### src/common/plsc_pkg.sv
package plsc_pkg;

    // Register byte offsets
    localparam logic [3:0] PLSC_CTRL_OFS   = 4'h0;
    localparam logic [3:0] PLSC_STAT_OFS   = 4'h4;
    localparam logic [3:0] PLSC_IRQ_OFS    = 4'h8;
    localparam logic [3:0] PLSC_MASK_OFS   = 4'hc;

    // Control field positions
    localparam int PLSC_CTRL_PRE_BIT  = 0;
    localparam int PLSC_CTRL_DIV_LSB  = 1;
    localparam int PLSC_CTRL_DBL_BIT  = 3;
    localparam int PLSC_CTRL_EN_BIT   = 4;

    // Control reset: prescale /5, divider mid (/4), double edge off, enabled
    localparam logic [4:0] PLSC_CTRL_RST  = 5'h1a;

    // Three-level divider select codes
    localparam logic [1:0] PLSC_SEL_LOW   = 2'h0;
    localparam logic [1:0] PLSC_SEL_MID   = 2'h1;
    localparam logic [1:0] PLSC_SEL_HIGH  = 2'h2;

    // Interrupt bit positions
    localparam int PLSC_IRQ_LOCK_BIT  = 0;
    localparam int PLSC_IRQ_UNLK_BIT  = 1;
    localparam int PLSC_IRQ_W         = 2;

    localparam logic [31:0] PLSC_BAD_ADDR_DATA = 32'hdeadbeef;

    // Detector output levels
    typedef enum logic [1:0] {
        PLSC_OUT_MID,
        PLSC_OUT_HIGH,
        PLSC_OUT_LOW
    } plsc_lvl_e;

endpackage

### src/verilog/plsc_core.sv
// Overview of operation
// - Reference comes from oscillator via divider chain
// - Prescale select: high divides 4, low 5
// - Divider select: high 8, low 2, mid 4
// - Feedback input squared to clean logic level
// - Detector compares reference with feedback
// - Equal frequency: active share tracks phase error
// - Any frequency difference gives full drive
// - Lock output flags zero frequency error
// - Double edge doubles effective feedback frequency
// - Double-edge select low enables, high disables
// - Feedback faster holds high, reference faster low
// - Feedback leads: high between edges, else mid
// - Lock line high only in four normal states
// - Double edge uses both feedback edges
//
// The register offsets and the Avalon-MM register port were left to the implementer.
`timescale 1ns/10ps
module plsc_core
    import plsc_pkg::*;
#(
    parameter int FILT_LEN = 3
) (
    input  wire logic        clk_i,
    input  wire logic        rstn_i,
    input  wire logic        osc_i,
    input  wire logic        fb_i,
    input  wire logic [3:0]  avs_address_i,
    input  wire logic        avs_read_i,
    input  wire logic        avs_write_i,
    input  wire logic [31:0] avs_writedata_i,
    input  wire logic [3:0]  avs_byteenable_i,
    output logic      [31:0] avs_readdata_o,
    output logic             avs_waitrequest_o,
    output logic             det_high_o,
    output logic             det_oe_n_o,
    output logic             lock_off_o,
    output logic             ref_o,
    output logic             irq_o
);

    // Detector states 1..10; normal ones are S1,S2,S6,S7
    typedef enum logic [3:0] {
        PLSC_S1, PLSC_S2, PLSC_S3, PLSC_S4, PLSC_S5,
        PLSC_S6, PLSC_S7, PLSC_S8, PLSC_S9, PLSC_S10
    } plsc_state_e;

    function automatic logic [3:0] sel_ratio(input logic [1:0] sel);
        case (sel)
            PLSC_SEL_HIGH: sel_ratio = 4'd8;
            PLSC_SEL_LOW:  sel_ratio = 4'd2;
            default:       sel_ratio = 4'd4;
        endcase
    endfunction

    function automatic logic is_normal(input plsc_state_e s);
        is_normal = (s == PLSC_S1) || (s == PLSC_S2) || (s == PLSC_S6) || (s == PLSC_S7);
    endfunction

    logic [4:0]            ctrl;
    logic [PLSC_IRQ_W-1:0] irq_stat;
    logic [PLSC_IRQ_W-1:0] irq_mask;
    logic                  ack;
    logic                  osc_q;
    logic                  osc_rise;
    logic [2:0]            pre_cnt;
    logic                  pre_tick;
    logic [2:0]            div_cnt;
    logic                  ref_q;
    logic                  ref_rise;
    logic [FILT_LEN-1:0]   fb_sh;
    logic                  fb_sq;
    logic                  fb_sq_q;
    logic                  fb_edge;
    plsc_state_e           state;
    plsc_state_e           next_state;
    plsc_lvl_e             lvl;
    logic                  lock_q;
    logic [PLSC_IRQ_W-1:0] ev;
    logic [2:0]            pre_ratio;
    logic [2:0]            div_half;

    wire logic en     = ctrl[PLSC_CTRL_EN_BIT];
    wire logic dbl_en = ~ctrl[PLSC_CTRL_DBL_BIT];
    wire logic is_wr  = avs_write_i && ack;
    wire logic is_rd  = avs_read_i && !ack;

    // Register bus: one wait cycle, answered on the second edge
    always_ff @(posedge clk_i) begin
        if (!rstn_i) begin
            ack <= 1'b0;
        end else begin
            ack <= (avs_read_i || avs_write_i) && !ack;
        end
    end

    always_ff @(posedge clk_i) begin
        if (!rstn_i) begin
            avs_waitrequest_o <= 1'b1;
        end else begin
            avs_waitrequest_o <= !((avs_read_i || avs_write_i) && !ack);
        end
    end

    always_ff @(posedge clk_i) begin
        if (!rstn_i) begin
            ctrl <= PLSC_CTRL_RST;
        end else if (is_wr && avs_address_i == PLSC_CTRL_OFS && avs_byteenable_i[0]) begin
            ctrl <= avs_writedata_i[4:0];
        end
    end

    always_ff @(posedge clk_i) begin
        if (!rstn_i) begin
            irq_mask <= '0;
        end else if (is_wr && avs_address_i == PLSC_MASK_OFS && avs_byteenable_i[0]) begin
            irq_mask <= avs_writedata_i[PLSC_IRQ_W-1:0];
        end
    end

    // Sticky status, write one to clear; a new event wins over the clear
    always_ff @(posedge clk_i) begin
        if (!rstn_i) begin
            irq_stat <= '0;
        end else if (is_wr && avs_address_i == PLSC_IRQ_OFS && avs_byteenable_i[0]) begin
            irq_stat <= (irq_stat & ~avs_writedata_i[PLSC_IRQ_W-1:0]) | ev;
        end else begin
            irq_stat <= irq_stat | ev;
        end
    end

    always_ff @(posedge clk_i) begin
        if (!rstn_i) begin
            avs_readdata_o <= '0;
        end else if (is_rd) begin
            case (avs_address_i)
                PLSC_CTRL_OFS: avs_readdata_o <= {27'h0, ctrl};
                PLSC_STAT_OFS: avs_readdata_o <= {24'h0, 4'(state), lvl, ref_q, lock_q};
                PLSC_IRQ_OFS:  avs_readdata_o <= {30'h0, irq_stat};
                PLSC_MASK_OFS: avs_readdata_o <= {30'h0, irq_mask};
                default:       avs_readdata_o <= PLSC_BAD_ADDR_DATA;
            endcase
        end
    end

    always_ff @(posedge clk_i) begin
        if (!rstn_i) begin
            irq_o <= 1'b0;
        end else begin
            irq_o <= |(irq_stat & irq_mask);
        end
    end

    // Oscillator rising edge detect
    always_ff @(posedge clk_i) begin
        if (!rstn_i) begin
            osc_q <= 1'b0;
        end else begin
            osc_q <= osc_i;
        end
    end
    assign osc_rise = osc_i && !osc_q;

    assign pre_ratio = ctrl[PLSC_CTRL_PRE_BIT] ? 3'd4 : 3'd5;
    assign div_half  = 3'(sel_ratio(ctrl[PLSC_CTRL_DIV_LSB +: 2]) >> 1);

    // Prescaler stage
    always_ff @(posedge clk_i) begin
        if (!rstn_i || !en) begin
            pre_cnt <= '0;
        end else if (pre_cnt >= pre_ratio) begin
            pre_cnt <= '0;
        end else if (osc_rise) begin
            pre_cnt <= (pre_cnt >= pre_ratio - 3'd1) ? 3'd0 : pre_cnt + 3'd1;
        end
    end
    assign pre_tick = osc_rise && (pre_cnt >= pre_ratio - 3'd1);

    // Second stage toggles the reference every half ratio
    always_ff @(posedge clk_i) begin
        if (!rstn_i || !en) begin
            div_cnt <= '0;
            ref_q   <= 1'b0;
        end else if (div_cnt >= div_half) begin
            div_cnt <= '0;
        end else if (pre_tick) begin
            if (div_cnt >= div_half - 3'd1) begin
                div_cnt <= '0;
                ref_q   <= ~ref_q;
            end else begin
                div_cnt <= div_cnt + 3'd1;
            end
        end
    end

    always_ff @(posedge clk_i) begin
        if (!rstn_i) begin
            ref_o <= 1'b0;
        end else begin
            ref_o <= ref_q;
        end
    end
    assign ref_rise = pre_tick && (div_cnt >= div_half - 3'd1) && !ref_q;

    // Squaring: level changes only after FILT_LEN equal samples
    always_ff @(posedge clk_i) begin
        if (!rstn_i) begin
            fb_sh <= '0;
            fb_sq <= 1'b0;
        end else begin
            fb_sh <= {fb_sh[FILT_LEN-2:0], fb_i};
            if (&fb_sh) begin
                fb_sq <= 1'b1;
            end else if (~|fb_sh) begin
                fb_sq <= 1'b0;
            end
        end
    end

    always_ff @(posedge clk_i) begin
        if (!rstn_i) begin
            fb_sq_q <= 1'b0;
        end else begin
            fb_sq_q <= fb_sq;
        end
    end
    // Rising edges only, or both edges with the double-edge option
    assign fb_edge = en && (dbl_en ? (fb_sq ^ fb_sq_q) : (fb_sq && !fb_sq_q));

    // Detector ring: feedback edge moves up, reference edge moves down
    always_comb begin
        next_state = state;
        if (fb_edge && !ref_rise) begin
            case (state)
                PLSC_S1:  next_state = PLSC_S2;
                PLSC_S2:  next_state = PLSC_S5;
                PLSC_S3:  next_state = PLSC_S2;
                PLSC_S4:  next_state = PLSC_S1;
                PLSC_S5:  next_state = PLSC_S6;
                PLSC_S6:  next_state = PLSC_S7;
                PLSC_S7:  next_state = PLSC_S8;
                PLSC_S8:  next_state = PLSC_S9;
                PLSC_S9:  next_state = PLSC_S8;
                PLSC_S10: next_state = PLSC_S1;
                default:  next_state = PLSC_S5;
            endcase
        end else if (ref_rise && !fb_edge) begin
            case (state)
                PLSC_S7:  next_state = PLSC_S6;
                PLSC_S6:  next_state = PLSC_S10;
                PLSC_S10: next_state = PLSC_S2;
                PLSC_S2:  next_state = PLSC_S1;
                PLSC_S1:  next_state = PLSC_S3;
                PLSC_S3:  next_state = PLSC_S4;
                PLSC_S4:  next_state = PLSC_S3;
                PLSC_S9:  next_state = PLSC_S7;
                PLSC_S8:  next_state = PLSC_S6;
                PLSC_S5:  next_state = PLSC_S2;
                default:  next_state = PLSC_S5;
            endcase
        end
    end

    always_ff @(posedge clk_i) begin
        if (!rstn_i || !en) begin
            state <= PLSC_S1;
        end else begin
            state <= next_state;
        end
    end

    // Output level: high above S6, low below S2, mid between edges
    always_comb begin
        case (next_state)
            PLSC_S7, PLSC_S8, PLSC_S9: lvl = PLSC_OUT_HIGH;
            PLSC_S3, PLSC_S4:          lvl = PLSC_OUT_LOW;
            PLSC_S1:                   lvl = PLSC_OUT_LOW;
            default:                   lvl = PLSC_OUT_MID;
        endcase
    end

    always_ff @(posedge clk_i) begin
        if (!rstn_i) begin
            det_high_o <= 1'b0;
            det_oe_n_o <= 1'b1;
        end else begin
            det_high_o <= (lvl == PLSC_OUT_HIGH);
            det_oe_n_o <= (lvl == PLSC_OUT_MID);
        end
    end

    always_ff @(posedge clk_i) begin
        if (!rstn_i) begin
            lock_q     <= 1'b1;
            lock_off_o <= 1'b1;
        end else begin
            lock_q     <= is_normal(next_state);
            lock_off_o <= is_normal(next_state);
        end
    end

    assign ev[PLSC_IRQ_LOCK_BIT] = is_normal(next_state) && !lock_q;
    assign ev[PLSC_IRQ_UNLK_BIT] = !is_normal(next_state) && lock_q;

    AST_LOCK_MATCH: assert property (@(posedge clk_i) disable iff (!rstn_i)
        lock_off_o == lock_q) else $error("lock pin and status differ");
    AST_FREQ_HIGH: assert property (@(posedge clk_i) disable iff (!rstn_i)
        (state == PLSC_S8 || state == PLSC_S9) |-> det_high_o && !det_oe_n_o)
        else $error("feedback fast but not full high");
    AST_FREQ_LOW: assert property (@(posedge clk_i) disable iff (!rstn_i)
        (state == PLSC_S3 || state == PLSC_S4) |-> !det_high_o && !det_oe_n_o)
        else $error("reference fast but not full low");
    AST_LOCK_NORMAL: assert property (@(posedge clk_i) disable iff (!rstn_i)
        lock_q |-> is_normal(state)) else $error("lock outside normal state");
    AST_PRE_RANGE: assert property (@(posedge clk_i) disable iff (!rstn_i)
        pre_cnt < pre_ratio || $changed(pre_ratio)) else $error("prescaler overrun");
    AST_DIV_RANGE: assert property (@(posedge clk_i) disable iff (!rstn_i)
        div_cnt < div_half || $changed(div_half)) else $error("divider overrun");
    AST_SQ_STABLE: assert property (@(posedge clk_i) disable iff (!rstn_i)
        $rose(fb_sq) |-> $past(fb_i, 2)) else $error("feedback not squared");
    AST_DBL_FALL: assert property (@(posedge clk_i) disable iff (!rstn_i)
        (en && dbl_en && $fell(fb_sq)) |-> fb_edge)
        else $error("falling edge missed in double mode");
    AST_SGL_FALL: assert property (@(posedge clk_i) disable iff (!rstn_i)
        (!dbl_en && $fell(fb_sq)) |-> !fb_edge)
        else $error("falling edge counted in single mode");

    COV_LOCK: cover property (@(posedge clk_i) disable iff (!rstn_i) $rose(lock_q));
    COV_HIGH: cover property (@(posedge clk_i) disable iff (!rstn_i) state == PLSC_S9);
    COV_LOW:  cover property (@(posedge clk_i) disable iff (!rstn_i) state == PLSC_S4);
    COV_IRQ:  cover property (@(posedge clk_i) disable iff (!rstn_i) $rose(irq_o));

endmodule

### config.mk
export PLATFORM = sky130hd
export DESIGN_NAME = plsc_core
export DESIGN_NICKNAME = d
export VERILOG_FILES = /design/src/common/plsc_pkg.sv /design/src/verilog/plsc_core.sv
export SDC_FILE = /design/constraint.sdc
export NUM_CORES = 1
export LEC_CHECK = 0
export BUFFER_PORTS_ARGS = -buffer_cell sky130_fd_sc_hd__buf_2
export CELL_PAD_IN_SITES_DETAIL_PLACEMENT = 2
export CELL_PAD_IN_SITES_GLOBAL_PLACEMENT = 2
export CORE_UTILIZATION = 30
export DETAILED_ROUTE_END_ITERATION = 8
export GPL_TIMING_DRIVEN = 0
export PLACE_DENSITY = 0.89
export SLEW_MARGIN = 10
export SYNTH_ARGS = -nofsm -noshare
export SYNTH_HDL_FRONTEND = slang
export SYNTH_SLANG_ARGS = --single-unit
export TNS_END_PERCENT = 1
### constraint.sdc
create_clock -name clk_i -period 3.3 [get_ports clk_i]
set_clock_uncertainty 0.2 [all_clocks]
set_input_delay 0.825 -clock clk_i [delete_from_list [all_inputs] [get_ports clk_i]]
set_output_delay 0.825 -clock clk_i [all_outputs]
set_load 0.02 [all_outputs]
; After elaboration in Yosys (flattened, before gate mapping)
; Memories as Yosys holds them, arrays and structs flattened. A register that Yosys moved wholly into a read port is not among the register bits.
; Index checks and enable logic that the tools add are counted.
[op_classes]
n_addsub = 4
order_cmp = 4
eq_ne = 13
mux = 14
n_bitwise = 8
n_reduce_logical = 47
[op_table]
columns = operator, count
row1 = 32-bit case mux with 4 select lines, 1
row2 = 1-bit logical AND, 19
row3 = 4-bit by 3-bit equality test with 1-bit output (second input constant), 4
row4 = 4-bit 2-to-1 mux, 4
row5 = 4-bit equality test (second input constant), 3
row6 = 3-bit greater-or-equal comparator, 4
row7 = 1-bit logical NOT, 11
row8 = 3-bit OR reduction, 3
row9 = 4-bit by 2-bit equality test with 1-bit output (second input constant), 2
row10 = 4-bit logical NOT, 2
row11 = 4-bit case mux with 2 select lines, 1
row12 = 3-bit by 1-bit adder with 3-bit output (second input constant), 2
row13 = 3-bit 2-to-1 mux, 2
row14 = 3-bit AND reduction, 2
row15 = 2-bit OR reduction, 3
row16 = 3-bit by 1-bit subtractor with 3-bit output (second input constant), 2
row17 = 1-bit logical OR, 5
row18 = 2-bit AND, 2
row19 = 4-bit by 1-bit equality test with 1-bit output (second input constant), 1
row20 = 2-bit logical NOT, 2
row21 = 1-bit 2-to-1 mux, 4
row22 = 2-bit OR, 2
row23 = 2-bit case mux with 2 select lines, 1
row24 = 2-bit by 1-bit equality test with 1-bit output (second input constant), 1
row25 = 6 further kinds, 7
[totals]
reg_bits = 65
romBits = 128
out_inout_bits = 38
elab_cells = 111
n_memories = 2
[memory_table]
columns = name, words, word_bits, read_ports, rd_clocked_by_memory_dff, wr, line
row1 = (name not given), 16, 4, 1, 1, 0, plsc_core.sv:234  ; case (state)
row2 = (name not given), 16, 4, 1, 1, 0, plsc_core.sv:248  ; case (state)

; Longest topological paths before layout
; Gate-level depths: netlist of run 1.
[logic_depth]
ltp_word = 17
ltp_mapped = 12
mapped_depth_nobuf = 11

; Worst setup path after synthesis of run 1
; Ideal clock, no wire load.
[synth_timing]
path_type = flip-flop to flip-flop
start = register ctrl[1]
end = register (tool-made name)
setup_ps = 132
t_arrival_ps = 2522
required_ps = 2968
path_slack_ps = 446
stages_incl_launch_ff = 12
synth_period_minus_slack_ps = 2854
cell_sequence = dfxtp_1 -> or2_2 -> ha_1 -> nand2b_1 -> a211o_1 -> a32oi_1 -> nor2_2 -> nor2_1 -> inv_1 -> ha_1 -> nand2_1 -> a21oi_1
[synth_rtl]
columns = item, line
row1 = start: declaration, plsc_core.sv:60  ; logic [4:0] ctrl;
row2 = start signal: assignment, plsc_core.sv:109  ; ctrl <= avs_writedata_i[4:0];

; Final worst setup path of run 1
[layout_timing]
start = register ctrl[2]
end = register lock_q
[layout_via]
elab_chain_len = 13
elab_cells_between_ends = 19
cone_classes = add/sub (1) / order compare (1) / eq/ne (4) / mux (3) / reduce/logical (10)
[layout_rtl]
columns = item, line
row1 = 2-bit equality test / 2-bit logical NOT (equally long branches), plsc_core.sv:49  ; case (sel)
row2 = 4-bit case mux with 2 select lines *, plsc_core.sv:49
row3 = 3-bit by 1-bit subtractor with 3-bit output *, plsc_core.sv:203  ; assign ref_rise = pre_tick && (div_cnt >= div_half - 3'd1) && !ref_q;
row4 = 3-bit greater-or-equal comparator *, plsc_core.sv:203
row5 = 1-bit logical AND * (2 in series), plsc_core.sv:203
row6 = 1-bit logical AND / 1-bit logical NOT (equally long branches), "plsc_core.sv:247, plsc_core.sv:233"
row7 = 4-bit 2-to-1 mux / 1-bit logical AND (equally long branches), "plsc_core.sv:247, plsc_core.sv:233"
row8 = 4-bit 2-to-1 mux *, plsc_core.sv:233  ; if (fb_edge && !ref_rise) begin
row9 = 4-bit by 1-bit equality test with 1-bit output / 4-bit logical NOT (equally long branches), plsc_core.sv:57  ; is_normal = (s == PLSC_S1) || (s == PLSC_S2) || (s == PLSC_S6) || (s == PLSC_S7);
row10 = 1-bit logical OR (2 in series), plsc_core.sv:57
row11 = 1-bit logical OR *, plsc_core.sv:57
row12 = end signal: assignment, plsc_core.sv:297  ; lock_q <= is_normal(next_state);
row13 = end: declaration, plsc_core.sv:78  ; logic lock_q;
; Mark *: on every way between the ends. The rest lies on a longest branch, timed or not.
; A chain may end at the register's enable or synchronous reset.

==> parameters.txt, run 1 <==
Parameter                              Value

Power and ir drop
  Power per cell area    362.2 nW/µm²
  Internal power summed over all cells    846.4 µW
  Clk pwr share    32.0%
  Largest vdd supply drop    0.0002034 V
  Final Total Pwr    1.201 mW
  Fraction of power consumed by sequential logic    52.9%
  Part of the power in combinational logic    15.2%
  Static power due to leakage    1.443 nW
  Sw Ratio    29.53%
  Switching power of the nets    354.6 µW

Floorplan
  Floorplan die width    98.18 µm
  Std cell rows    34
  Effective utilization at floorplan    31.36%
  Overall die area    9639 µm²
  IO Count    84
  Die extent in y    98.18 µm
  Standard cell core area    8848 µm²

Logic synthesis
  Synth Area per Inst    9.472 µm²
  Synthesis warning total    0
  Sequential element share of the synthesized area    36.07%
  Post-Syn Instances    293
  Seq cells post-synth    50
  Number of enable-type register cells in the synthesized netlist    0
  Number of different library cells in the post-synthesis netlist    55
  Share of synthesized flip-flops with an asynchronous set or reset    0%
  Cell area after technology mapping    2775 µm²
  Top flip-flop cell by instance count after synthesis    sky130_fd_sc_hd__dfxtp_1

Worst setup path
  Max FO, Critical Path    10
  CP startpoint kind    flop
  Critical Path Max Stage Delay    0.44 ns
  Crit Path Category    flop to flop
  Worst EP arrival    3.24 ns
  Largest delay contributor family on the critical path    simple AND/OR/NAND/NOR gates
  Critical path required time    3.29 ns
  Worst setup EP type    flop
  CP Cell Sequence    or2_2, ha_1, nand2b_1, a211o_2, a32oi_1, nor2_2, nor3_2, mux2i_2, nand2_1
  Library cell contributing the largest single delay on the critical path    sky130_fd_sc_hd__a211o_2
  Count of buffering cells on the critical path with inverters included    0

Timing
  Period utilization    98.22%
  Headroom to the max-slew limit    57.88%
  Max Freq    308.5 MHz
  Final period demand of the worst path    3.241 ns
  Final hold violation count    0
  Final Worst Setup Slack    0.05871 ns
  Number of max-slew violations in the final report    0
  Final number of setup-violating endpoints    0
  Slew of the pin with the lowest slew margin    0.6310 ns

Detailed routing
  Mean routed wirelength per cell    19.23 µm
  DRC marker count from the first detailed-route iteration    87
  Pre-Repair DR Iteration Count    8
  Total wirelength of the detailed-routed design    8.904 mm
  DRC errors left    0
  Average via count per standard cell    5.164
  DRT antenna net count    0
  Total number of vias    2391

Global routing
  Pin count of the biggest net entering global routing    19
  Global-route wire length before repair    13.67 mm
  Vias in the first global route    2619
  Sum of overflow across all layers after global routing    0
  Number of antenna violations at the first check in global routing    0
  Total global routing track utilization    18.46%

Placed design
  Buffers on Ports    45
  Setup WS pre-CTS    0.02843 ns
  Gp weighted congestion    0.8034
  DP HPWL    6.478 mm

Layout
  Antenna diode instance count    0
  Final layout net count    417
  Ratio of cells with drive above 1 in the final layout    32.96%
  Synthesis-to-layout area growth    19.48%
  Fill count    989
  Multi-input logic area    1563 µm²
  Final core utilization    37.47%
  Storage cell area    1001 µm²

Run status
  Status    complete, no violations

Clock network
  Latest clock arrival within the worst-skew pair    0.33 ns
  Clock tree from TritonCTS    built
  Maximum clock insertion buffer count    2
  Clk slew on worst S/H paths    0.11 ns
  TritonCTS Buffers    5
  CTS hold repair buffers    0
  Clk sink count    50
  Master cell of the clock root buffer    sky130_fd_sc_hd__clkbuf_8
  Number of levels in the clock H-tree    2

Worst hold path
  Class of the worst hold path    flop to flop

Run
  Max cap viols    0
-- cells in the mapped netlist (2+ instances only) --
master,n,area [µm²]
sky130_fd_sc_hd__xnor2_1,2,17.52
sky130_fd_sc_hd__o211ai_1,6,45.04
sky130_fd_sc_hd__o21ai_1,2,10.01
sky130_fd_sc_hd__nor3_2,2,20.02
sky130_fd_sc_hd__and2_1,7,43.79
sky130_fd_sc_hd__nand2_1,23,86.33
sky130_fd_sc_hd__a32oi_1,4,35.03
sky130_fd_sc_hd__mux4_2,2,45.04
sky130_fd_sc_hd__nand4_1,2,12.51
sky130_fd_sc_hd__nor2_2,5,31.28
sky130_fd_sc_hd__nor2b_1,9,56.30
sky130_fd_sc_hd__and3_1,2,12.51
sky130_fd_sc_hd__o31ai_1,7,52.55
sky130_fd_sc_hd__a2111oi_4,4,110.1
sky130_fd_sc_hd__a21o_1,2,15.01
sky130_fd_sc_hd__o221a_2,3,33.78
sky130_fd_sc_hd__nand3_1,8,40.04
sky130_fd_sc_hd__nor2_1,21,78.83
sky130_fd_sc_hd__a21oi_1,18,90.09
sky130_fd_sc_hd__a21boi_0,2,15.01
sky130_fd_sc_hd__o211ai_2,2,25.02
sky130_fd_sc_hd__dfxtp_1,50,1001
sky130_fd_sc_hd__nor3_1,4,20.02
sky130_fd_sc_hd__mux2i_1,9,90.09
sky130_fd_sc_hd__inv_1,12,45.04
sky130_fd_sc_hd__o21ai_0,9,45.04
sky130_fd_sc_hd__ha_1,17,212.7
sky130_fd_sc_hd__nand2b_1,4,25.02
sky130_fd_sc_hd__buf_4,24,180.2
sky130_fd_sc_hd__clkbuf_1,6,22.52
-- routing by layer --
| layer | vias to the layer above | GRT usage [%] | wire [µm] |
|---|---|---|---|
| met3 | 12 | 2.649 | 220 |
| met2 | 44 | 33.21 | 4674 |
| met1 | 1207 | 22.71 | 3877 |
| met4 | 0 | 5.626 | 132 |
| li1 | 1128 | - | - |
| met5 | - | 0 | 0 |
-- final timing paths --
check / from / endpoint / slack [ns] / depth (start not counted)
setup / recovery: ctrl[2] / lock_q / 0.06 / 9
hold / removal: fb_sh[2] / fb_sq / 0.26 / 2
setup reg to reg: ctrl[2] / lock_q / 0.06 / 9
hold reg to reg: fb_sh[2] / fb_sq / 0.26 / 2
-- layout make-up --
type,count,area share [%]
Buffer,33,6.868
Sequential cell,50,30.19
Clock inverter,3,0.7170
Tap cell,108,4.075
Timing Repair Buffer,48,7.472
Inverter,13,1.472
Clock buffer,5,2.075
Multi-Input combinational cell,203,47.13
-- through the flow --
step	hold WS (ns)	cell area, µm²	setup TNS [ns]	std cells
after detailed placement	0.2538	3158	0	452
final	0.2606	3316	0	463
after CTS	0.2670	3258	0	460
after global placement	0.2425	3158	0	452
after global routing	0.2933	3316	-0.04316	463
after floorplan	0.2264	2798	0	299
-- logic make-up after synthesis --
group,Yosys count,share of synthesized area [%]
buffers and inverters,46,9.963
and+or+nand+nor,93,17.31
other,1,0.1351
xor gates and xnor gates,3,0.9470
adders and majority gates,17,7.664
DFF,50,36.07
AOI/OAI and AO/OA,72,23.04
muxes,11,4.869
-- placed cells by master (no fill, tap or decap), drive strengths merged, types with 3 or more instances in the layout --
master / instances
conb: 7
a21boi: 3
nor3: 7
o221a: 3
o211ai: 9
and2: 8
o21ai: 11
o31ai: 8
nor2: 26
nand2b: 4
nand3: 8
dfxtp: 50
a21oi: 18
nand2: 23
inv: 14
a2111oi: 4
mux2i: 9
buf: 74
nor2b: 9
clkbuf: 12
a32oi: 5
ha: 17
-- timing repair --
item,4_1_cts,5_1_grt
setup buffers,0,3
pin swaps,0,1
endpoints found under the setup margin,1,9
gates resized for setup,1,7
-- power by group through the flow --
stage	Combinational [mW]	Sequential (mW)	Clock, mW
6_report	0.182	0.635	0.384
5_1_grt	0.196	0.637	0.406
4_1_cts	0.182	0.635	0.391
3_5_place_dp	0.180	0.649	0
3_3_place_gp	0.171	0.647	0
2_1_floorplan	0.108	0.657	0
-- worst reg2reg max path: stages (launching register included) --
cell,delay [ns]
sky130_fd_sc_hd__dfxtp_1,0.37
sky130_fd_sc_hd__or2_2,0.33
sky130_fd_sc_hd__ha_1,0.27
sky130_fd_sc_hd__nand2b_1,0.20
sky130_fd_sc_hd__a211o_2,0.44
sky130_fd_sc_hd__a32oi_1,0.37
sky130_fd_sc_hd__nor2_2,0.18
sky130_fd_sc_hd__nor3_2,0.24
sky130_fd_sc_hd__mux2i_2,0.39
sky130_fd_sc_hd__nand2_1,0.12
Note: power is estimated with default switching activity, not from simulation.
==> run 2: changes to the inputs <==
CORE_UTILIZATION = 32   (was 30)
CTS_BUF_LIST = sky130_fd_sc_hd__clkbuf_4 sky130_fd_sc_hd__clkbuf_8   (was not set)
PLACE_DENSITY = 0.94   (was 0.89)
==> run 2 against run 1 <==
Effect of this change: maximum frequency shrank 0.90%; critical endpoint is now irq_stat[1]; wire length grew 6.7%; non-clock buffer count grew 3; design area grew 2.1%; highest routed layer unchanged; cell count is the same.
==> parameters.txt, run 2 (same netlist as run 1, synthesis figures left out) <==
Parameter                              Value

Clock network
  Latest clock arrival within the worst-skew pair    0.33 ns (about the same)
  Clk slew on worst S/H paths    0.11 ns (about the same)
  Clk sink count    50 (unchanged)
  Master cell of the clock root buffer    sky130_fd_sc_hd__clkbuf_8
  Maximum clock insertion buffer count    2 (unchanged)
  Clock tree from TritonCTS    built
  Number of levels in the clock H-tree    2 (unchanged)
  TritonCTS Buffers    5 (unchanged)

Timing
  Final hold violation count    0 (unchanged)
  Period utilization    99.11% (+0.89 points)
  Final Worst Setup Slack    0.02928 ns (-0.02943 ns)
  Headroom to the max-slew limit    57.80% (-0.074 points)
  Final period demand of the worst path    3.271 ns (+0.02943 ns)
  WHS    0.2878 ns (+0.02728 ns)
  Total negative slack for setup checks    0 ns (unchanged)
  Max Freq    305.7 MHz (-0.90%)
  Final number of setup-violating endpoints    0 (unchanged)
  Slew of the pin with the lowest slew margin    0.6321 ns (+0.001103 ns)
  RSZ-0062 raised after global routing    true
  Number of max-slew violations in the final report    0 (unchanged)

Power and ir drop
  Part of the power in combinational logic    15.2% (about the same)
  Sw Ratio    30.50% (+0.98 points)
  Internal power summed over all cells    847.2 µW (+0.10%)
  Power per cell area    360.0 nW/µm² (-0.60%)
  Fraction of power consumed by sequential logic    52.0% (-0.9 points)
  Static power due to leakage    1.465 nW (+1.5%)
  Switching power of the nets    371.8 µW (+4.9%)
  Final Total Pwr    1.219 mW (+1.5%)
  Largest vdd supply drop    0.0001992 V (-2.1%)
  Clk pwr share    32.8% (+0.8 points)

Layout
  Final core utilization    40.80% (+3.3 points)
  Antenna diode instance count    0 (unchanged)
  Commonest cells after routing, fill and taps aside    sky130_fd_sc_hd__dfxtp_1, sky130_fd_sc_hd__buf_2, sky130_fd_sc_hd__buf_4
  Finished Layout Cells    463 (unchanged)
  Final layout net count    420 (+0.72%)
  Most common cell after layout, fill and taps aside    sky130_fd_sc_hd__dfxtp_1
  Ratio of cells with drive above 1 in the final layout    34.36% (+1.4 points)
  Synthesis-to-layout area growth    22.00%
  Fin area    3386 µm² (+2.1%)

Detailed routing
  Mean routed wirelength per cell    20.53 µm (+6.7%)
  DRT antenna net count    0 (unchanged)
  DRC errors left    0 (unchanged)
  DRC marker count from the first detailed-route iteration    102 (+17%)
  Total number of vias    2410 (+0.79%)
  Pre-Repair DR Iteration Count    4 (-4)
  Average via count per standard cell    5.205 (+0.79%)
  Total wirelength of the detailed-routed design    9.505 mm (+6.7%)

Global routing
  Vias in the first global route    2618 (-0.038%)
  Total global routing track utilization    20.58% (+2.1 points)
  Sum of overflow across all layers after global routing    0 (unchanged)
  Number of antenna violations at the first check in global routing    0 (unchanged)
  Pin count of the biggest net entering global routing    19 (unchanged)
  Global-route wire length before repair    13.84 mm (+1.3%)

Worst setup path
  Largest delay contributor family on the critical path    compound AO/OA/AOI/OAI gates
  Worst setup EP type    flop
  CP startpoint kind    flop
  Max FO, Critical Path    7 (-3)
  Count of buffering cells on the critical path with inverters included    2 (+2)
  Worst EP arrival    3.31 ns (+0.07 ns)
  Number of cells on the worst reg-to-reg path    9 (unchanged)
  Critical path required time    3.34 ns (+0.05 ns)
  Crit Path Category    flop to flop
  Critical path depth    9 (unchanged)
  Critical Path Max Stage Delay    0.53 ns (+0.09 ns)
  CP Cell Sequence    inv_1, ha_1, a21boi_1, o221a_2, a32oi_4, buf_4, nor4_1, mux2i_2, a31o_1
  Library cell contributing the largest single delay on the critical path    sky130_fd_sc_hd__nor4_1

Run status
  Status    complete, no violations

Floorplan
  Standard cell core area    8299 µm² (-6.2%)
  IO Count    84 (unchanged)
  Overall die area    9049 µm² (-6.1%)
  Floorplan die width    95.13 µm (-3.1%)
  Die extent in y    95.13 µm (-3.1%)
  Std cell rows    33 (-2.9%)
  Effective utilization at floorplan    33.44% (+2.1 points)

Run
  Max cap viols    0 (unchanged)

Placed design
  Setup WS pre-CTS    -0.1122 ns (-0.1407 ns)
  Placed Cells    449 (-0.66%)
  DP HPWL    6.520 mm (+0.64%)
  Post-detailed-placement cell area    3154 µm² (-0.12%)
  Gp weighted congestion    0.7755 (-3.5%)
  Buffers on Ports    45 (unchanged)

Worst hold path
  Class of the worst hold path    flop to flop
  Hold depth    2 (unchanged)
[run 2: power groups by stage]
stage,registers (mW),clock network (mW),logic (mW)
5_1_grt,0.637,0.425,0.200
6_report,0.634,0.400,0.185
3_3_place_gp,0.646,0,0.171
3_5_place_dp,0.648,0,0.181
4_1_cts,0.634,0.395,0.183
2_1_floorplan,0.657,0,0.108
[run 2: tightest hold or removal path: cells and delay by family, from the launching register on]
family,cells,cell delay [ns]
DFF,1,0.32
and+or+nand+nor,1,0.05
AOI/OAI and AO/OA,1,0.08
[run 2: area by class of cell]
cell class	instances	area [µm²]
Timing Repair Buffer	51	282.8
Multi-Input combinational cell	203	1602
Buffer	33	227.7
Tap cell	105	131.4
Clock inverter	3	23.77
Sequential cell	50	1001
Clock buffer	5	68.82
Inverter	13	48.80
Fill cell	930	4913
[run 2: per-layer routing]
layer  vias up  share of wire [%]  global-route usage [%]
li1       1130                  -                       -
met1      1212                 42                   24.89
met2        46                 52                   37.20
met3        22                2.7                   3.828
met4         0                2.9                   5.051
met5         -                  0                       0
[run 2: worst paths after layout]
kind / slack (ns) / start / to
worst max-delay path: 0.03 / ctrl[0] / irq_stat[1]
worst max register to register: 0.03 / ctrl[0] / irq_stat[1]
worst min-delay path: 0.29 / fb_sh[2] / fb_sq
worst min register to register: 0.29 / fb_sh[2] / fb_sq
[run 2: timing repair]
action / in CTS / in global routing
resized for setup: 4 / 9
buffers inserted: 3 / 3
pin swaps: 2 / 3
setup endpoints to repair: 6 / 8
hold buffers: 0 / 0
==> run 3: changes to the inputs <==
GPL_TIMING_DRIVEN = not set   (was 0)
==> run 3 against run 2 <==
Effect of this change: maximum frequency increased by 2.6%; critical path depth unchanged; design area shrank 6.1%; via count is 3.7% lower; flip-flop and latch count is the same; clock-buffer cell count stayed put; sequential share of layout area grew 1.9 points; largest power group unchanged.
==> parameters.txt, run 3 (same netlist as run 1, synthesis figures left out) <==
Parameter                              Value

Power and ir drop
  Static power due to leakage    1.347 nW (-8.1%)
  Final Total Pwr    1.180 mW (-3.2%)
  Largest vdd supply drop    0.0002030 V (+1.9%)
  Power per cell area    371.4 nW/µm² (+3.2%)

Floorplan
  Overall die area    9049 µm² (unchanged)
  Std cell rows    33 (unchanged)
  IO Count    84 (unchanged)
  Standard cell core area    8299 µm² (unchanged)
  Floorplan die width    95.13 µm (unchanged)
  Die extent in y    95.13 µm (unchanged)
  Effective utilization at floorplan    33.44% (unchanged)

Global routing
  GR Layer Usage met2    36.13% (-1.1 points)
  Busiest layer in global routing    met2
  Number of antenna violations at the first check in global routing    0 (unchanged)
  Met1 track demand over resource in global routing    25.19% (+0.30 points)
  Total global routing track utilization    20.66% (+0.080 points)
  Sum of overflow across all layers after global routing    0 (unchanged)
  Pin count of the biggest net entering global routing    34 (+15)
  Global-route wire length before repair    13.91 mm (+0.50%)
  Vias in the first global route    2505 (-4.3%)
  Met3 usage in global routing    3.190% (-0.64 points)

Detailed routing
  DRT antenna net count    0 (unchanged)
  Pre-Repair DR Iteration Count    4 (unchanged)
  DRC errors left    0 (unchanged)
  Total wirelength of the detailed-routed design    8.970 mm (-5.6%)
  Total number of vias    2321 (-3.7%)
  Mean routed wirelength per cell    20.53 µm (about the same)
  DRC marker count from the first detailed-route iteration    94 (-7.8%)
  Average via count per standard cell    5.311 (+2.0%)

Timing
  Final period demand of the worst path    3.188 ns (-0.08253 ns)
  RSZ-0062 raised after global routing    true
  Slew of the pin with the lowest slew margin    0.5845 ns (-0.04757 ns)
  Max Freq    313.7 MHz (+2.6%)
  Headroom to the max-slew limit    60.94% (+3.1 points)
  Final hold violation count    0 (unchanged)
  WHS    0.2596 ns (-0.02823 ns)
  Period utilization    96.61% (-2.5 points)
  Number of max-slew violations in the final report    0 (unchanged)
  Final number of setup-violating endpoints    0 (unchanged)

Clock network
  Clk slew on worst S/H paths    0.11 ns (about the same)
  Clk sink count    50 (unchanged)
  TritonCTS Buffers    5 (unchanged)
  Number of levels in the clock H-tree    2 (unchanged)
  Latest clock arrival within the worst-skew pair    0.32 ns (about the same)
  Master cell of the clock root buffer    sky130_fd_sc_hd__clkbuf_8
  Maximum clock insertion buffer count    2 (unchanged)
  Clock tree from TritonCTS    built

Worst hold path
  Class of the worst hold path    flop to flop
  HP Start    fb_sh[2]
  Hold depth    2 (unchanged)
  Terminating pin of the worst hold path    fb_sq

Layout
  Final layout net count    394 (-6.2%)
  Final core utilization    38.29% (-2.5 points)
  Ratio of cells with drive above 1 in the final layout    30.42% (-3.9 points)
  Fill count    931 (+0.11%)
  Commonest cells after routing, fill and taps aside    sky130_fd_sc_hd__dfxtp_1, sky130_fd_sc_hd__buf_2, sky130_fd_sc_hd__nand2_1
  Most common cell after layout, fill and taps aside    sky130_fd_sc_hd__dfxtp_1
  Synthesis-to-layout area growth    14.52%
  Antenna diode instance count    0 (unchanged)

Worst setup path
  Crit path from    ctrl[1]
  Worst setup EP type    flop
  CP startpoint kind    flop
  Worst EP arrival    3.26 ns (-0.05 ns)
  Reg-to-reg slack, setup    0.11 ns (+0.08 ns)
  Max FO, Critical Path    10 (+3)
  R2R Path End    irq_stat[1]
  RR Startpoint    ctrl[1]
  Crit Path Category    flop to flop
  Number of cells on the worst reg-to-reg path    9 (unchanged)
  Critical path required time    3.37 ns (+0.03 ns)

Placed design
  Buffers on Ports    46 (+2.2%)
  Gp weighted congestion    0.7679 (-0.98%)
  DP HPWL    6.353 mm (-2.6%)

Run status
  Status    complete, no violations

Run
  Max cap viols    0 (unchanged)
## run 3: worst max-delay path, stage by stage (launching register included)
cell                       delay (ns)
sky130_fd_sc_hd__dfxtp_1         0.38
sky130_fd_sc_hd__or2_2           0.35
sky130_fd_sc_hd__ha_1            0.28
sky130_fd_sc_hd__nand2b_1        0.21
sky130_fd_sc_hd__a211o_4         0.40
sky130_fd_sc_hd__a32oi_2         0.37
sky130_fd_sc_hd__nor2_4          0.15
sky130_fd_sc_hd__nor3_2          0.20
sky130_fd_sc_hd__mux2i_1         0.41
sky130_fd_sc_hd__a31o_1          0.19
## run 3: worst max-delay path by stage
stage / end / slack, ns / cells past startpoint
global placement: flop / 0.18 / 11
detailed placement: flop / -0.02 / 11
floorplan: flop / 0.45 / 11
finish: irq_stat[1] / 0.11 / 9
CTS: flop / -0.02 / 11
global route: flop / -0.002 / 11
## run 3: cell type report
type                            instances  area, µm²  area share [%]
Multi-Input combinational cell        203       1580           49.72
Inverter                               13      48.80           1.535
Tap cell                              105      131.4           4.134
Clock inverter                          3      23.77          0.7480
Sequential cell                        50       1001           31.50
Timing Repair Buffer                   58      324.1           10.20
Clock buffer                            5      68.82           2.165
## run 3: what timing repair did
action / 4_1_cts / 5_1_grt
setup buffers: 0 / 1
pin swaps: 0 / 3
gates cloned: 0 / 0
resized for setup: 2 / 10
hold buffers: 0 / 0
setup endpoints to repair: 7 / 9
## run 3: metrics by stage
stage | cell area [µm²] | cells | worst slack (ns) | TNS (ns)
5_1_grt | 3178 | 437 | -0.002175 | -0.002964
4_1_cts | 3122 | 436 | -0.01957 | -0.01957
2_1_floorplan | 2798 | 299 | 0.4457 | 0
3_5_place_dp | 3014 | 428 | -0.01789 | -0.01789
6_report | 3178 | 437 | 0.1118 | 0
3_3_place_gp | 3014 | 428 | 0.1781 | 0
## run 3: metal layers
layer,up-vias,share of wire (%)
met5,-,0
met4,0,3.2
met3,23,4.2
met2,68,51
met1,1149,41
li1,1081,-
## run 3: power breakdown
part           internal, mW  switching [mW]
clock                 0.152           0.243
combinational        0.0508           0.101
sequential            0.619          0.0134
total                 0.823           0.358
